File: config.mk
export PLATFORM = sky130hd
export DESIGN_NAME = fss_regs
export DESIGN_NICKNAME = d
export VERILOG_FILES = /design/src/pkg/fss_pkg.sv /design/src/logic/fss_sync3.sv /design/src/logic/fss_regs.sv
export SDC_FILE = /design/constraint.sdc
export NUM_CORES = 1
export LEC_CHECK = 0
export BUFFER_PORTS_ARGS = -buffer_cell sky130_fd_sc_hd__buf_4
export CAP_MARGIN = 30
export CORE_MARGIN = 2
export CORE_UTILIZATION = 50
export DETAILED_ROUTE_END_ITERATION = 12
export PLACE_DENSITY = 0.69
export RECOVER_POWER = 100
export SLEW_MARGIN = 20
export SYNTH_ARGS = -nofsm -noshare
export SYNTH_HDL_FRONTEND = slang
export SYNTH_SLANG_ARGS = --single-unit
File: constraint.sdc
create_clock -name clk_i -period 5.8 [get_ports clk_i]
set_input_delay 0.58 -clock clk_i [delete_from_list [all_inputs] [get_ports clk_i]]
set_output_delay 0.58 -clock clk_i [all_outputs]
set_load 0.05 [all_outputs]
File: src/pkg/fss_pkg.sv
// fault status / stop mode register bank: shared constants and types
// assumes 16-bit holding-register style access, 32-bit values split over two words
package fss_pkg;

  // register word addresses (32-bit values: high word at offset, low word at offset+1)
  localparam logic [15:0] OFF_ERR_PRI    = 16'h1f00;
  localparam logic [15:0] OFF_ERR_SEC    = 16'h2000;
  localparam logic [15:0] OFF_QS_DECEL   = 16'h3300;
  localparam logic [15:0] OFF_QS_MODE    = 16'h3400;
  localparam logic [15:0] OFF_SD_MODE    = 16'h3410;
  localparam logic [15:0] OFF_DIS_MODE   = 16'h3420;
  localparam logic [15:0] OFF_PAUSE_MODE = 16'h3430;
  localparam logic [15:0] OFF_ERR_MODE   = 16'h3440;
  localparam logic [15:0] OFF_PROF_DECEL = 16'h4c00;
  localparam logic [15:0] OFF_TEMP_ALARM = 16'h7180;
  localparam logic [15:0] OFF_TEMP_READ  = 16'h7190;
  localparam logic [15:0] OFF_UV_POINT   = 16'h8670;
  localparam logic [15:0] OFF_CHOP_POINT = 16'h8680;
  localparam logic [15:0] OFF_OV_POINT   = 16'h8690;

  // values after reset (decelerations held in hundredths of rps/s)
  localparam logic [15:0] RST_ERR_PRI    = 16'h0408;
  localparam logic [15:0] RST_ERR_SEC    = 16'h0000;
  localparam logic [31:0] RST_PROF_DECEL = 32'h0000_2710;
  localparam logic [31:0] RST_QS_DECEL   = 32'h0000_ee48;
  localparam logic [15:0] RST_STOP_MODE  = 16'h0000;
  localparam logic [15:0] RST_PAUSE_MODE = 16'h0001;
  localparam logic [15:0] RST_TEMP_ALARM = 16'h0064;
  localparam logic [15:0] RST_UV_POINT   = 16'h0012;
  localparam logic [15:0] RST_CHOP_POINT = 16'h003f;
  localparam logic [15:0] RST_OV_POINT   = 16'h0046;
  localparam logic [15:0] TEMP_NO_SENSOR = 16'hffd8;

  // fault bit positions
  localparam int BIT_OVERVOLT  = 5;
  localparam int BIT_UNDERVOLT = 6;
  localparam int BIT_MOTOR_TMP = 13;
  localparam int BIT_POS_LIMIT = 9;
  localparam int BIT_NEG_LIMIT = 10;
  localparam logic [15:0] SEC_RSV_MASK = 16'hff1f;

  // stop codes and control word patterns
  localparam logic [15:0] CODE_FREE     = 16'h0000;
  localparam logic [15:0] CODE_RAMP     = 16'h0001;
  localparam logic [15:0] CODE_QS_OFF   = 16'h0002;
  localparam logic [15:0] CODE_PROF_QSA = 16'h0005;
  localparam logic [15:0] CODE_QS_QSA   = 16'h0006;
  localparam logic [15:0] CODE_WINDING  = 16'h0012;
  localparam logic [15:0] CW_QUICK_STOP = 16'h000b;
  localparam int          CW_PAUSE_BIT  = 8;
  localparam logic [7:0]  WMODE_PROF_A  = 8'h01;
  localparam logic [7:0]  WMODE_PROF_B  = 8'h03;

  // stop sequencer states
  typedef enum logic [3:0] {
    FSS_IDLE = 4'b0001,
    FSS_STOP = 4'b0010,
    FSS_HOLD = 4'b0100,
    FSS_OFF  = 4'b1000
  } fss_state_t;

  // which request started the stop
  typedef enum logic [2:0] {
    SRC_NONE, SRC_ERROR, SRC_QUICK, SRC_DISABLE, SRC_SHUTDOWN, SRC_PAUSE
  } fss_src_t;

  // stop command towards the motion controller
  typedef struct packed {
    logic        active;
    logic        uncontrolled;
    logic        winding_brake;
    logic        qs_active;
    logic        switch_off;
    logic [31:0] decel;
  } fss_stop_t;

endpackage

File: src/logic/fss_sync3.sv
// three-stage input synchroniser with agreement filter, one per bit
// assumes inputs are asynchronous to clk_i
`timescale 1ns/1ns
module fss_sync3 #(
  parameter int WIDTH = 16
) (
  // clock and reset
  input  wire logic             clk_i,
  input  wire logic             resetn_i,
  // async in, filtered out
  input  wire logic [WIDTH-1:0] async_i,
  output logic      [WIDTH-1:0] sync_o
);

  logic [WIDTH-1:0] s1;
  logic [WIDTH-1:0] s2;
  logic [WIDTH-1:0] s3;

  // s1 is read only by s2; output moves once s2 and s3 agree
  genvar g;
  generate
    for (g = 0; g < WIDTH; g++) begin : g_bit
      always_ff @(posedge clk_i or negedge resetn_i) begin
        if (!resetn_i) begin
          s1[g]     <= 1'b0;
          s2[g]     <= 1'b0;
          s3[g]     <= 1'b0;
          sync_o[g] <= 1'b0;
        end else begin
          s1[g] <= async_i[g];
          s2[g] <= s1[g];
          s3[g] <= s2[g];
          if (s2[g] == s3[g]) begin
            sync_o[g] <= s3[g];
          end
        end
      end
    end
  endgenerate
endmodule

File: src/logic/fss_regs.sv
// fault status words, stop mode selection and alarm thresholds for a servo drive
// assumes a 16-bit word register port in the clk_i domain; pins pass fss_sync3
//
// Functional notes
// - primary word bits 0-7: extended, encoder faults, temperature, over/under voltage, overcurrent
// - primary word bits 8-15: chopper, following, logic volt, overload, frequency, motor temp, etc
// - secondary bits 0-4: sensor, watchdog, interrupt, identity, configuration; 5-7 reserved zero
// - secondary bits 8-15: enable, limits, serial, connection, direction, master encoder, counting
// - quick stop runs on limit switch, emergency stop, or control word 0x000B; limit bits also raise fault_any, so an error stop replaces it unless code 0
// - quick stop codes 5 and 6 decelerate then stay quick-stop-active
// - codes 0,1,2 mean free stop, ramp then off, quick decel then off
// - code 18 brakes with motor windings, valid for four stop mode fields
// - control word bit 8 pauses enabled motor; code 1 ramp, 2 quick decel
// - profile deceleration 32-bit, default 100.00, applied in working modes 1 and 3
// - quick stop deceleration 32-bit, default 610.00, used by quick decel codes
// - motor temperature alarm threshold signed 16-bit, default 100
// - motor temperature reads -40 when sensor missing or abnormal
// - undervoltage threshold unsigned 16-bit, default 18
// - chopper activation threshold unsigned 16-bit, default 63
// - overvoltage threshold unsigned 16-bit, default 70
`timescale 1ns/1ns
module fss_regs (
  // clock and reset
  input  wire logic              clk_i,
  input  wire logic              resetn_i,
  // register port
  input  wire logic [15:0]       reg_addr_i,
  input  wire logic              reg_wr_i,
  input  wire logic              reg_rd_i,
  input  wire logic [15:0]       reg_wdata_i,
  output logic      [15:0]       reg_rdata_o,
  output logic                   reg_ack_o,
  output logic                   reg_err_o,
  // fault pins
  input  wire logic [15:0]       fault_pri_i,
  input  wire logic [15:0]       fault_sec_i,
  input  wire logic              limit_pos_i,
  input  wire logic              limit_neg_i,
  input  wire logic              estop_i,
  // measurements and drive state
  input  wire logic [15:0]       bus_voltage_i,
  input  wire logic [15:0]       motor_temp_raw_i,
  input  wire logic              temp_sensor_ok_i,
  input  wire logic [15:0]       ctrl_word_i,
  input  wire logic              shutdown_req_i,
  input  wire logic              disable_req_i,
  input  wire logic              motor_stopped_i,
  input  wire logic [7:0]        work_mode_i,
  // stop and alarm outputs
  output fss_pkg::fss_stop_t     stop_cmd_o,
  output logic                   prof_decel_apply_o,
  output logic                   chopper_on_o,
  output logic                   fault_any_o
);

  // registers
  logic [15:0] err_pri;
  logic [15:0] err_sec;
  logic [31:0] qs_decel;
  logic [31:0] prof_decel;
  logic [15:0] qs_mode;
  logic [15:0] sd_mode;
  logic [15:0] dis_mode;
  logic [15:0] pause_mode;
  logic [15:0] err_mode;
  logic [15:0] temp_alarm;
  logic [15:0] temp_read;
  logic [15:0] uv_point;
  logic [15:0] chop_point;
  logic [15:0] ov_point;

  // synchronised pins
  logic [15:0] pri_pin;
  logic [15:0] sec_pin;
  logic [2:0]  sw_pin;

  fss_sync3 #(.WIDTH(16)) u_sync_pri (
    .clk_i    (clk_i),
    .resetn_i (resetn_i),
    .async_i  (fault_pri_i),
    .sync_o   (pri_pin)
  );
  fss_sync3 #(.WIDTH(16)) u_sync_sec (
    .clk_i    (clk_i),
    .resetn_i (resetn_i),
    .async_i  (fault_sec_i),
    .sync_o   (sec_pin)
  );
  fss_sync3 #(.WIDTH(3)) u_sync_sw (
    .clk_i    (clk_i),
    .resetn_i (resetn_i),
    .async_i  ({estop_i, limit_neg_i, limit_pos_i}),
    .sync_o   (sw_pin)
  );

  // live threshold comparisons; temperature compare is signed
  wire over_volt  = bus_voltage_i > ov_point;
  wire under_volt = bus_voltage_i < uv_point;
  wire motor_hot  = temp_sensor_ok_i && ($signed(motor_temp_raw_i) >= $signed(temp_alarm));

  // assemble live status words
  logic [15:0] pri_live;
  logic [15:0] sec_live;
  always_comb begin
    pri_live = pri_pin;
    pri_live[fss_pkg::BIT_OVERVOLT]  = over_volt;
    pri_live[fss_pkg::BIT_UNDERVOLT] = under_volt;
    pri_live[fss_pkg::BIT_MOTOR_TMP] = motor_hot;
    sec_live = sec_pin & fss_pkg::SEC_RSV_MASK;
    sec_live[fss_pkg::BIT_POS_LIMIT] = sw_pin[0];
    sec_live[fss_pkg::BIT_NEG_LIMIT] = sw_pin[1];
  end

  // status words are live, not sticky: no clear path needed
  always_ff @(posedge clk_i or negedge resetn_i) begin
    if (!resetn_i) begin
      err_pri   <= fss_pkg::RST_ERR_PRI;
      err_sec   <= fss_pkg::RST_ERR_SEC;
      temp_read <= fss_pkg::TEMP_NO_SENSOR;
    end else begin
      err_pri   <= pri_live;
      err_sec   <= sec_live;
      temp_read <= temp_sensor_ok_i ? motor_temp_raw_i : fss_pkg::TEMP_NO_SENSOR;
    end
  end

  // address decode
  wire hit_pri   = reg_addr_i == fss_pkg::OFF_ERR_PRI;
  wire hit_sec   = reg_addr_i == fss_pkg::OFF_ERR_SEC;
  wire hit_qsd_h = reg_addr_i == fss_pkg::OFF_QS_DECEL;
  wire hit_qsd_l = reg_addr_i == fss_pkg::OFF_QS_DECEL + 16'h0001;
  wire hit_qsm   = reg_addr_i == fss_pkg::OFF_QS_MODE;
  wire hit_sdm   = reg_addr_i == fss_pkg::OFF_SD_MODE;
  wire hit_dism  = reg_addr_i == fss_pkg::OFF_DIS_MODE;
  wire hit_pm    = reg_addr_i == fss_pkg::OFF_PAUSE_MODE;
  wire hit_em    = reg_addr_i == fss_pkg::OFF_ERR_MODE;
  wire hit_pd_h  = reg_addr_i == fss_pkg::OFF_PROF_DECEL;
  wire hit_pd_l  = reg_addr_i == fss_pkg::OFF_PROF_DECEL + 16'h0001;
  wire hit_ta    = reg_addr_i == fss_pkg::OFF_TEMP_ALARM;
  wire hit_tr    = reg_addr_i == fss_pkg::OFF_TEMP_READ;
  wire hit_uv    = reg_addr_i == fss_pkg::OFF_UV_POINT;
  wire hit_ch    = reg_addr_i == fss_pkg::OFF_CHOP_POINT;
  wire hit_ov    = reg_addr_i == fss_pkg::OFF_OV_POINT;
  wire hit_ro    = hit_pri | hit_sec | hit_tr;
  wire hit_rw    = hit_qsd_h | hit_qsd_l | hit_qsm | hit_sdm | hit_dism | hit_pm | hit_em |
                   hit_pd_h | hit_pd_l | hit_ta | hit_uv | hit_ch | hit_ov;

  // stop code legality; an illegal code is refused and the old one kept
  wire w_free    = reg_wdata_i == fss_pkg::CODE_FREE;
  wire w_ramp    = reg_wdata_i == fss_pkg::CODE_RAMP;
  wire w_qsoff   = reg_wdata_i == fss_pkg::CODE_QS_OFF;
  wire w_wind    = reg_wdata_i == fss_pkg::CODE_WINDING;
  wire code_base = w_free | w_ramp | w_qsoff | w_wind;
  wire code_qsa  = (reg_wdata_i == fss_pkg::CODE_PROF_QSA) | (reg_wdata_i == fss_pkg::CODE_QS_QSA);
  wire code_ok   = hit_qsm ? (code_base | code_qsa) :
                   (hit_sdm | hit_dism | hit_em) ? code_base :
                   hit_pm ? (w_ramp | w_qsoff) : 1'b1;
  wire wr_ok     = reg_wr_i && hit_rw && code_ok;
  wire acc_bad   = (reg_wr_i && !(hit_rw && code_ok)) || (reg_rd_i && !(hit_rw || hit_ro));

  // writable registers
  always_ff @(posedge clk_i or negedge resetn_i) begin
    if (!resetn_i) begin
      qs_decel   <= fss_pkg::RST_QS_DECEL;
      prof_decel <= fss_pkg::RST_PROF_DECEL;
      qs_mode    <= fss_pkg::RST_STOP_MODE;
      sd_mode    <= fss_pkg::RST_STOP_MODE;
      dis_mode   <= fss_pkg::RST_STOP_MODE;
      err_mode   <= fss_pkg::RST_STOP_MODE;
      pause_mode <= fss_pkg::RST_PAUSE_MODE;
      temp_alarm <= fss_pkg::RST_TEMP_ALARM;
      uv_point   <= fss_pkg::RST_UV_POINT;
      chop_point <= fss_pkg::RST_CHOP_POINT;
      ov_point   <= fss_pkg::RST_OV_POINT;
    end else if (wr_ok) begin
      if (hit_qsd_h) qs_decel[31:16]   <= reg_wdata_i;
      if (hit_qsd_l) qs_decel[15:0]    <= reg_wdata_i;
      if (hit_pd_h)  prof_decel[31:16] <= reg_wdata_i;
      if (hit_pd_l)  prof_decel[15:0]  <= reg_wdata_i;
      if (hit_qsm)   qs_mode    <= reg_wdata_i;
      if (hit_sdm)   sd_mode    <= reg_wdata_i;
      if (hit_dism)  dis_mode   <= reg_wdata_i;
      if (hit_em)    err_mode   <= reg_wdata_i;
      if (hit_pm)    pause_mode <= reg_wdata_i;
      if (hit_ta)    temp_alarm <= reg_wdata_i;
      if (hit_uv)    uv_point   <= reg_wdata_i;
      if (hit_ch)    chop_point <= reg_wdata_i;
      if (hit_ov)    ov_point   <= reg_wdata_i;
    end
  end

  // read selection
  wire [15:0] rd_mux =
    hit_pri   ? err_pri           : hit_sec   ? err_sec          :
    hit_qsd_h ? qs_decel[31:16]   : hit_qsd_l ? qs_decel[15:0]   :
    hit_pd_h  ? prof_decel[31:16] : hit_pd_l  ? prof_decel[15:0] :
    hit_qsm   ? qs_mode           : hit_sdm   ? sd_mode          :
    hit_dism  ? dis_mode          : hit_pm    ? pause_mode       :
    hit_em    ? err_mode          : hit_ta    ? temp_alarm       :
    hit_tr    ? temp_read         : hit_uv    ? uv_point         :
    hit_ch    ? chop_point        : hit_ov    ? ov_point         : 16'h0000;

  // answer one cycle after the strobe; unmapped reads return zero with error
  always_ff @(posedge clk_i or negedge resetn_i) begin
    if (!resetn_i) begin
      reg_rdata_o <= 16'h0000;
      reg_ack_o   <= 1'b0;
      reg_err_o   <= 1'b0;
    end else begin
      reg_rdata_o <= reg_rd_i ? rd_mux : 16'h0000;
      reg_ack_o   <= reg_rd_i | reg_wr_i;
      reg_err_o   <= acc_bad;
    end
  end

  // stop requests in priority order: error, quick stop, disable, shutdown, pause
  wire fault_any = (|err_pri) | (|err_sec);
  wire qs_req    = sw_pin[0] | sw_pin[1] | sw_pin[2] | (ctrl_word_i == fss_pkg::CW_QUICK_STOP);
  wire pause_req = ctrl_word_i[fss_pkg::CW_PAUSE_BIT];
  wire any_req   = fault_any | qs_req | disable_req_i | shutdown_req_i | pause_req;
  wire fss_pkg::fss_src_t arb_src =
    fault_any      ? fss_pkg::SRC_ERROR    :
    qs_req         ? fss_pkg::SRC_QUICK    :
    disable_req_i  ? fss_pkg::SRC_DISABLE  :
    shutdown_req_i ? fss_pkg::SRC_SHUTDOWN : fss_pkg::SRC_PAUSE;
  wire [15:0] arb_code =
    fault_any      ? err_mode :
    qs_req         ? qs_mode  :
    disable_req_i  ? dis_mode :
    shutdown_req_i ? sd_mode  : pause_mode;

  fss_pkg::fss_state_t state;
  fss_pkg::fss_state_t next_state;
  fss_pkg::fss_src_t   src;
  fss_pkg::fss_src_t   next_src;
  logic [15:0]         code;
  logic [15:0]         next_code;

  // a fault overrides a milder stop in the stop or hold state, not one already switched off
  wire escalate = fault_any && (src != fss_pkg::SRC_ERROR);
  wire is_free  = (arb_code == fss_pkg::CODE_FREE) && (arb_src != fss_pkg::SRC_PAUSE);
  wire stay_qsa = ((src == fss_pkg::SRC_QUICK) && ((code == fss_pkg::CODE_PROF_QSA) ||
                  (code == fss_pkg::CODE_QS_QSA))) || (src == fss_pkg::SRC_PAUSE);

  // stop sequencer
  always_comb begin
    next_state = state;
    next_src   = src;
    next_code  = code;
    unique case (state)
      fss_pkg::FSS_IDLE: begin
        if (any_req) begin
          next_src   = arb_src;
          next_code  = arb_code;
          next_state = is_free ? fss_pkg::FSS_OFF : fss_pkg::FSS_STOP;
        end
      end
      fss_pkg::FSS_STOP: begin
        if (escalate) begin
          next_src   = arb_src;
          next_code  = arb_code;
          next_state = is_free ? fss_pkg::FSS_OFF : fss_pkg::FSS_STOP;
        end else if (motor_stopped_i) begin
          next_state = stay_qsa ? fss_pkg::FSS_HOLD : fss_pkg::FSS_OFF;
        end
      end
      fss_pkg::FSS_HOLD: begin
        if (escalate) begin
          next_src   = arb_src;
          next_code  = arb_code;
          next_state = is_free ? fss_pkg::FSS_OFF : fss_pkg::FSS_STOP;
        end else if (!any_req) begin
          next_state = fss_pkg::FSS_IDLE;
          next_src   = fss_pkg::SRC_NONE;
        end
      end
      fss_pkg::FSS_OFF: begin
        if (!any_req) begin
          next_state = fss_pkg::FSS_IDLE;
          next_src   = fss_pkg::SRC_NONE;
        end
      end
      default: begin
        next_state = fss_pkg::FSS_IDLE;
        next_src   = fss_pkg::SRC_NONE;
      end
    endcase
  end

  // deceleration chosen by the latched code
  wire use_qs   = (next_code == fss_pkg::CODE_QS_OFF) || (next_code == fss_pkg::CODE_QS_QSA);
  wire use_prof = (next_code == fss_pkg::CODE_RAMP) || (next_code == fss_pkg::CODE_PROF_QSA);
  fss_pkg::fss_stop_t next_cmd;
  always_comb begin
    next_cmd               = '0;
    next_cmd.active        = next_state != fss_pkg::FSS_IDLE;
    next_cmd.uncontrolled  = (next_state == fss_pkg::FSS_OFF) && (next_code == fss_pkg::CODE_FREE);
    next_cmd.winding_brake = (next_state == fss_pkg::FSS_STOP) && (next_code == fss_pkg::CODE_WINDING);
    next_cmd.qs_active     = (next_state == fss_pkg::FSS_HOLD) && (next_src == fss_pkg::SRC_QUICK);
    next_cmd.switch_off    = next_state == fss_pkg::FSS_OFF;
    next_cmd.decel         = use_qs ? qs_decel : use_prof ? prof_decel : 32'h0000_0000;
  end

  // sequencer state and registered outputs
  always_ff @(posedge clk_i or negedge resetn_i) begin
    if (!resetn_i) begin
      state              <= fss_pkg::FSS_IDLE;
      src                <= fss_pkg::SRC_NONE;
      code               <= fss_pkg::RST_STOP_MODE;
      stop_cmd_o         <= '0;
      prof_decel_apply_o <= 1'b0;
      chopper_on_o       <= 1'b0;
      fault_any_o        <= 1'b0;
    end else begin
      state              <= next_state;
      src                <= next_src;
      code               <= next_code;
      stop_cmd_o         <= next_cmd;
      prof_decel_apply_o <= (work_mode_i == fss_pkg::WMODE_PROF_A) || (work_mode_i == fss_pkg::WMODE_PROF_B);
      chopper_on_o       <= bus_voltage_i >= chop_point;
      fault_any_o        <= fault_any;
    end
  end
endmodule

==> Word level (Yosys, flattened, before mapping) <==
Cells that the tools add are included.
{ "word_totals": {"register_bits": 442, "word_cells": 332} }
{ "op_classes": {"n_lt_le_gt_ge": 4, "n_eq_ne": 71, "mux": 47, "bitwise": 31, "n_reduce_logical": 40} }
{ "op_table": {"columns": ["operator", "count"], "rows": [
  ["16-bit 2-to-1 mux", 24],
  ["16-bit by 14-bit == test with 1-bit output, second input constant", 8],
  ["16-bit by 3-bit == test with 1-bit output, second input constant", 6],
  ["16-bit by 15-bit == test with 1-bit output, second input constant", 4],
  ["32-bit 2-to-1 mux", 2],
  ["16-bit == test, second input constant", 3],
  ["16-bit zero test", 3],
  ["16-bit by 1-bit == test with 1-bit output, second input constant", 2],
  ["16-bit by 2-bit == test with 1-bit output, second input constant", 2],
  ["16-bit by 5-bit == test with 1-bit output, second input constant", 2],
  ["16-bit greater-or-equal comparator", 2],
  ["16-bit one-hot mux with 2 select lines", 1],
  ["1-bit bitwise OR", 31],
  ["4-bit 2-to-1 mux", 7],
  ["1-bit == test", 27],
  ["2-bit AND reduction", 13],
  ["3-bit 2-to-1 mux", 7],
  ["16-bit by 13-bit == test with 1-bit output, second input constant", 1],
  ["16-bit by 4-bit == test with 1-bit output, second input constant", 1],
  ["16-bit greater-than comparator", 1],
  ["16-bit < comparator", 1],
  ["4-bit one-hot mux with 4 select lines", 1],
  ["16-bit OR reduction", 1],
  ["13-bit OR reduction", 1],
  ["17 further kinds", 42]
]} }

==> Depth between registers and ports, before layout <==
{ "depth": {"word_depth": 18, "mapped_depth": 13, "ltp_nobuf": 11} }

==> Modules after synthesis <==
A second synthesis with hierarchy kept.
{ "hier_totals": {"hier_cells": 1799, "hier_area_um2": 20852.5} }
{ "modules_own_cells": {"columns": ["mod", "instances", "cells_per_inst", "area_each_um2"], "rows": [
  ["fss_regs", 1, 1624, 16955.0],
  ["fss_sync3 at u_sync_pri ...", 2, 80, 1781.7],
  ["fss_sync3 at u_sync_sw", 1, 15, 334.1]
]} }

==> Worst setup path after synthesis <==
Ideal clock, no wire load.
{ "synth_timing": {"path_type": "input-to-reg", "start": "input reg_addr_i[0]", "end": "register qs_decel[12]", "setup_time_ns": 0.127, "t_arrival_ns": 3.034, "required_time_ns": 5.673, "setup_slack_ns": 2.638, "cell_stages": 11, "n_path_buf": 2, "cell_sequence": "buf_6 nor4_4 nand4_2 or4_4 nor3_2 nor4_1 o2111ai_4 nand2_4 nor2_8 buf_6 mux2_1"} }
{ "synth_between": {"elab_chain_len": 16, "elab_cells_between_ends": 33, "cone_classes": "eq/ne: 13; mux: 3; bitwise: 14; reduce/logical: 3"} }
{ "synth_rtl": {"columns": ["item", "line_no", "rtl"], "rows": [
  ["start, declared", "fss_regs.sv:27", "input wire logic [15:0] reg_addr_i,"],
  ["16-bit by 14-bit == test with 1-bit output, on equally long branches", "fss_regs.sv:130, fss_regs.sv:131", null],
  ["1-bit bitwise OR (7 in a row)", "fss_regs.sv:145", "wire hit_rw = hit_qsd_h | hit_qsd_l | hit_qsm | hit_sdm | hit_dism | hit_pm | hit_em |"],
  ["1-bit bitwise OR (5 in a row)", "fss_regs.sv:146", "hit_pd_h | hit_pd_l | hit_ta | hit_uv | hit_ch | hit_ov;"],
  ["1-bit logical AND (2 in a row)", "fss_regs.sv:158", "wire wr_ok = reg_wr_i && hit_rw && code_ok;"],
  ["2-bit AND reduction (no line) (*)", null, null],
  ["end signal, assigned", "fss_regs.sv:164", "qs_decel <= fss_pkg::RST_QS_DECEL;"],
  ["end signal, assigned", "fss_regs.sv:177", "if (hit_qsd_l) qs_decel[15:0] <= reg_wdata_i;"],
  ["end, declared", "fss_regs.sv:59", "logic [31:0] qs_decel;"]
]} }
Mark *: on every way between the ends. The rest lies on a longest branch, timed or not.
A chain may end at the register's enable or synchronous reset.

==> load_flow_metrics.sql <==
INSERT INTO impl_metrics (metric_group, metric, value, unit) VALUES
('status', 'result_of_the_run', 'finished with violations', ''),
('status', 'failed_checks', 'capacitance limit, slew limit', ''),
('power', 'p_total', '7100', 'uW'),
('synthesis', 'synth.mux.area_fraction', '9.52', '%'),
('timing', 'finalSetupTns', '0', 'ns'),
('finish', 'n_fill_cell', '3412', ''),
('detailed_routing', 'wl_met3', '5.19', 'mm'),
('synthesis', 'synth_fa_ha_area_share', '5.29', '%'),
('global_route', 'grt_antenna_before_repair', '1', ''),
('worst_setup_path', 'timing.rr.start', 'err_sec[15]', ''),
('floorplan', 'die_width', '204', 'um'),
('floorplan', 'floorplan.initialDensity', '50.5', '%'),
('placement', 'place.gp.congestion', '0.995', ''),
('run', 'cap_violations', '2', ''),
('worst_setup_path', 'r2r_end', 'stop_cmd_o[13]', ''),
('finish', 'final_cell_mix', '399 x sky130_fd_sc_hd__dfrtp_1, 117 x sky130_fd_sc_hd__nand2_1, 99 x sky130_fd_sc_hd__mux2_2, 99 x sky130_fd_sc_hd__buf_4, 96 x sky130_fd_sc_hd__nor2_1', ''),
('timing', 'hold-worst-slack', '0.116', 'ns'),
('floorplan', 'total_i_o_pin_count', '189', ''),
('detailed_routing', 'wl_met1', '24.4', 'mm'),
('timing', 'rsz0062_at_grt', 'false', ''),
('finish', 'max_ffs_per_register', '37', ''),
('finish', 'area_growth_syn_to_layout', '15.0', '%'),
('cts', 'post-cts-setup-buffers', '0', ''),
('synthesis', 'synth-main-ff-cell', 'sky130_fd_sc_hd__dfrtp_1', ''),
('placement', 'io_buffer_count', '179', ''),
('synthesis', 'synthesis.area', '0.0200', 'mm^2'),
('power', 'power_density', '308', 'mW/mm^2'),
('worst_setup_path', 'crit_end_category', 'register', ''),
('synthesis', 'yosysWarningCount', '0', ''),
('detailed_routing', 'topRoutingLayerUsed', 'met5', ''),
('global_route', 'global_route.overflow_total', '0', ''),
('worst_setup_path', 'critical_path_peak_fanout', '19', ''),
('synthesis', 'synth_simple_gate_area_share', '13.3', '%'),
('timing', 'timing_max_transition_violations_final', '110', ''),
('worst_setup_path', 'reg2reg_setup_slack', '0.82', 'ns'),
('min_path', 'hold_depth', '1', ''),
('cts', 'clock_tree.htree_level_count', '2', ''),
('synthesis', 'synthCells', '1682', ''),
('floorplan', 'rows', '73', ''),
('placement', 'dp_hpwl', '41.9', 'mm'),
('synthesis', 'synthXorXnorAreaFrac', '0.0875', '%'),
('global_route', 'first_global_vias', '14700', ''),
('detailed_routing', 'drtIter0Drc', '1573', ''),
('placement', 'placed_area', '0.0218', 'mm^2'),
('floorplan', 'placeableCoreArea', '0.0396', 'mm^2'),
('finish', 'layout_commonest_cell', 'sky130_fd_sc_hd__dfrtp_1', ''),
('timing', 'final_critical_path_required_period', '4.98', 'ns'),
('synthesis', 'number_of_distinct_standard_cells_referenced_by_the_synthesized_netlist', '92', ''),
('power', 'power.static_leakage', '0.0104', 'uW'),
('floorplan', 'dieArea', '0.0416', 'mm^2'),
('global_route', 'grtUsageTotal', '28.9', '%'),
('synthesis', 'synth_compound_area_share', '12.7', '%'),
('finish', 'finish.instance_area', '0.0230', 'mm^2'),
('finish', 'final_net_count', '2044', ''),
('cts', 'clkLatencyLatePin', '0.60', 'ns'),
('worst_setup_path', 'cp.arrival', '5.49', 'ns'),
('finish', 'drive_above_1_share', '20.2', '%'),
('cts', 'numClockSinks', '442', ''),
('placement', 'place_inst', '2327', ''),
('floorplan', 'die_y', '204', 'um'),
('detailed_routing', 'met2_length', '26.8', 'mm'),
('synthesis', 'synth_top_family_by_area', 'simple AND/OR/NAND/NOR gates', ''),
('cts', 'clockRootBuffer', 'sky130_fd_sc_hd__clkbuf_16', ''),
('synthesis', 'postSynth.asyncResetShare', '100', '%'),
('synthesis', 'synth-seq-cells', '442', ''),
('timing', 'timing.clock.skew', '0.0274', 'ns'),
('finish', 'fin_cells', '2413', ''),
('detailed_routing', 'drc', '0', ''),
('power', 'power.ir.vdd_worst', '0.227', 'mV'),
('finish', 'largest_registers', 'stop_cmd_o (37), prof_decel (32), qs_decel (32)', ''),
('timing', 'setup_viol', '0', '');
[cell type report]
type / count / area [um^2] / share of cell area (%)
Tap cell: 525 / 657 / 2.86
Timing Repair Buffer: 199 / 1280 / 5.57
Sequential cell: 442 / 11100 / 48.3
Clock inverter: 22 / 393 / 1.71
Multi-Input combinational cell: 1081 / 7980 / 34.7
Clock buffer: 64 / 1280 / 5.56
Inverter: 80 / 300 / 1.31
[per-stage QoR]
| step | setup WS (ns) | util, % |
|---|---|---|
| floorplan | 2.64 | - |
| global placement | 1.55 | 54.9 |
| detailed placement | 1.52 | 55.0 |
| CTS | 1.48 | 59.2 |
| global route | 0.570 | 58.0 |
| finish | 0.815 | 58.0 |
[cell usage after synthesis (13+ instances only)]
cell	number	area, um^2
sky130_fd_sc_hd__buf_2	19	95.1
sky130_fd_sc_hd__o22ai_1	13	81.3
sky130_fd_sc_hd__a222oi_1	16	160
sky130_fd_sc_hd__nand2_1	115	432
sky130_fd_sc_hd__nand4_1	18	113
sky130_fd_sc_hd__mux2_2	101	1140
sky130_fd_sc_hd__dfrtp_1	399	9980
sky130_fd_sc_hd__a22oi_1	46	345
sky130_fd_sc_hd__nor3_1	14	70.1
sky130_fd_sc_hd__o21ai_0	80	400
sky130_fd_sc_hd__nor2b_1	77	482
sky130_fd_sc_hd__mux2_1	21	236
sky130_fd_sc_hd__a21o_1	19	143
sky130_fd_sc_hd__dfstp_2	43	1130
sky130_fd_sc_hd__a21oi_1	41	205
sky130_fd_sc_hd__ha_1	63	788
sky130_fd_sc_hd__nand3_1	14	70.1
sky130_fd_sc_hd__a221oi_1	20	175
sky130_fd_sc_hd__mux2i_1	26	260
sky130_fd_sc_hd__mux2_4	18	270
sky130_fd_sc_hd__clkbuf_1	47	176
sky130_fd_sc_hd__nand2b_1	19	119
sky130_fd_sc_hd__inv_1	79	297
sky130_fd_sc_hd__maj3_1	27	270
sky130_fd_sc_hd__a31oi_1	22	138
sky130_fd_sc_hd__nor4_1	14	87.6
sky130_fd_sc_hd__nor2_1	90	338
[metal layers]
metal / vias up / track usage, %
met2: 720 / 44.4
li1: 6444 / -
met3: 154 / 5.99
met4: 2 / 12.5
met1: 7354 / 40.0
met5: - / 0
[worst max path at each step]
stage | from | to | slack [ns] | cells after the start
6_report | err_sec[15] | stop_cmd_o[13] | 0.82 | 10
5_1_grt | resetn_i | src[0] | 0.57 | 1
4_1_cts | err_sec[8] | stop_cmd_o[13] | 1.48 | 10
3_5_place_dp | err_sec[8] | stop_cmd_o[13] | 1.52 | 10
3_3_place_gp | err_sec[8] | stop_cmd_o[13] | 1.55 | 10
2_1_floorplan | reg_addr_i[0] | qs_decel[12] | 2.64 | 11
[cell families after synthesis]
group / Yosys count
simple gates: 462
flops: 442
compound gates: 361
mux: 166
buf+inv: 159
fa+ha+maj: 90
xor+xnor: 2
[power breakdown]
| group | switching [uW] | internal [uW] |
|---|---|---|
| logic | 372 | 198 |
| registers | 90.2 | 3200 |
| clock network | 1270 | 1960 |
[worst max-delay path: stages (launching register included)]
cell	delay (ns)
sky130_fd_sc_hd__dfrtp_1	0.44
sky130_fd_sc_hd__nor4_1	0.72
sky130_fd_sc_hd__nand4_1	0.52
sky130_fd_sc_hd__nor2_4	0.53
sky130_fd_sc_hd__nand3_1	0.39
sky130_fd_sc_hd__o2bb2ai_2	0.39
sky130_fd_sc_hd__mux2_1	0.48
sky130_fd_sc_hd__nor2_2	0.78
sky130_fd_sc_hd__buf_4	0.37
sky130_fd_sc_hd__a22oi_1	0.13
sky130_fd_sc_hd__nor2_1	0.12
Note: power is estimated with default switching activity, not from simulation.
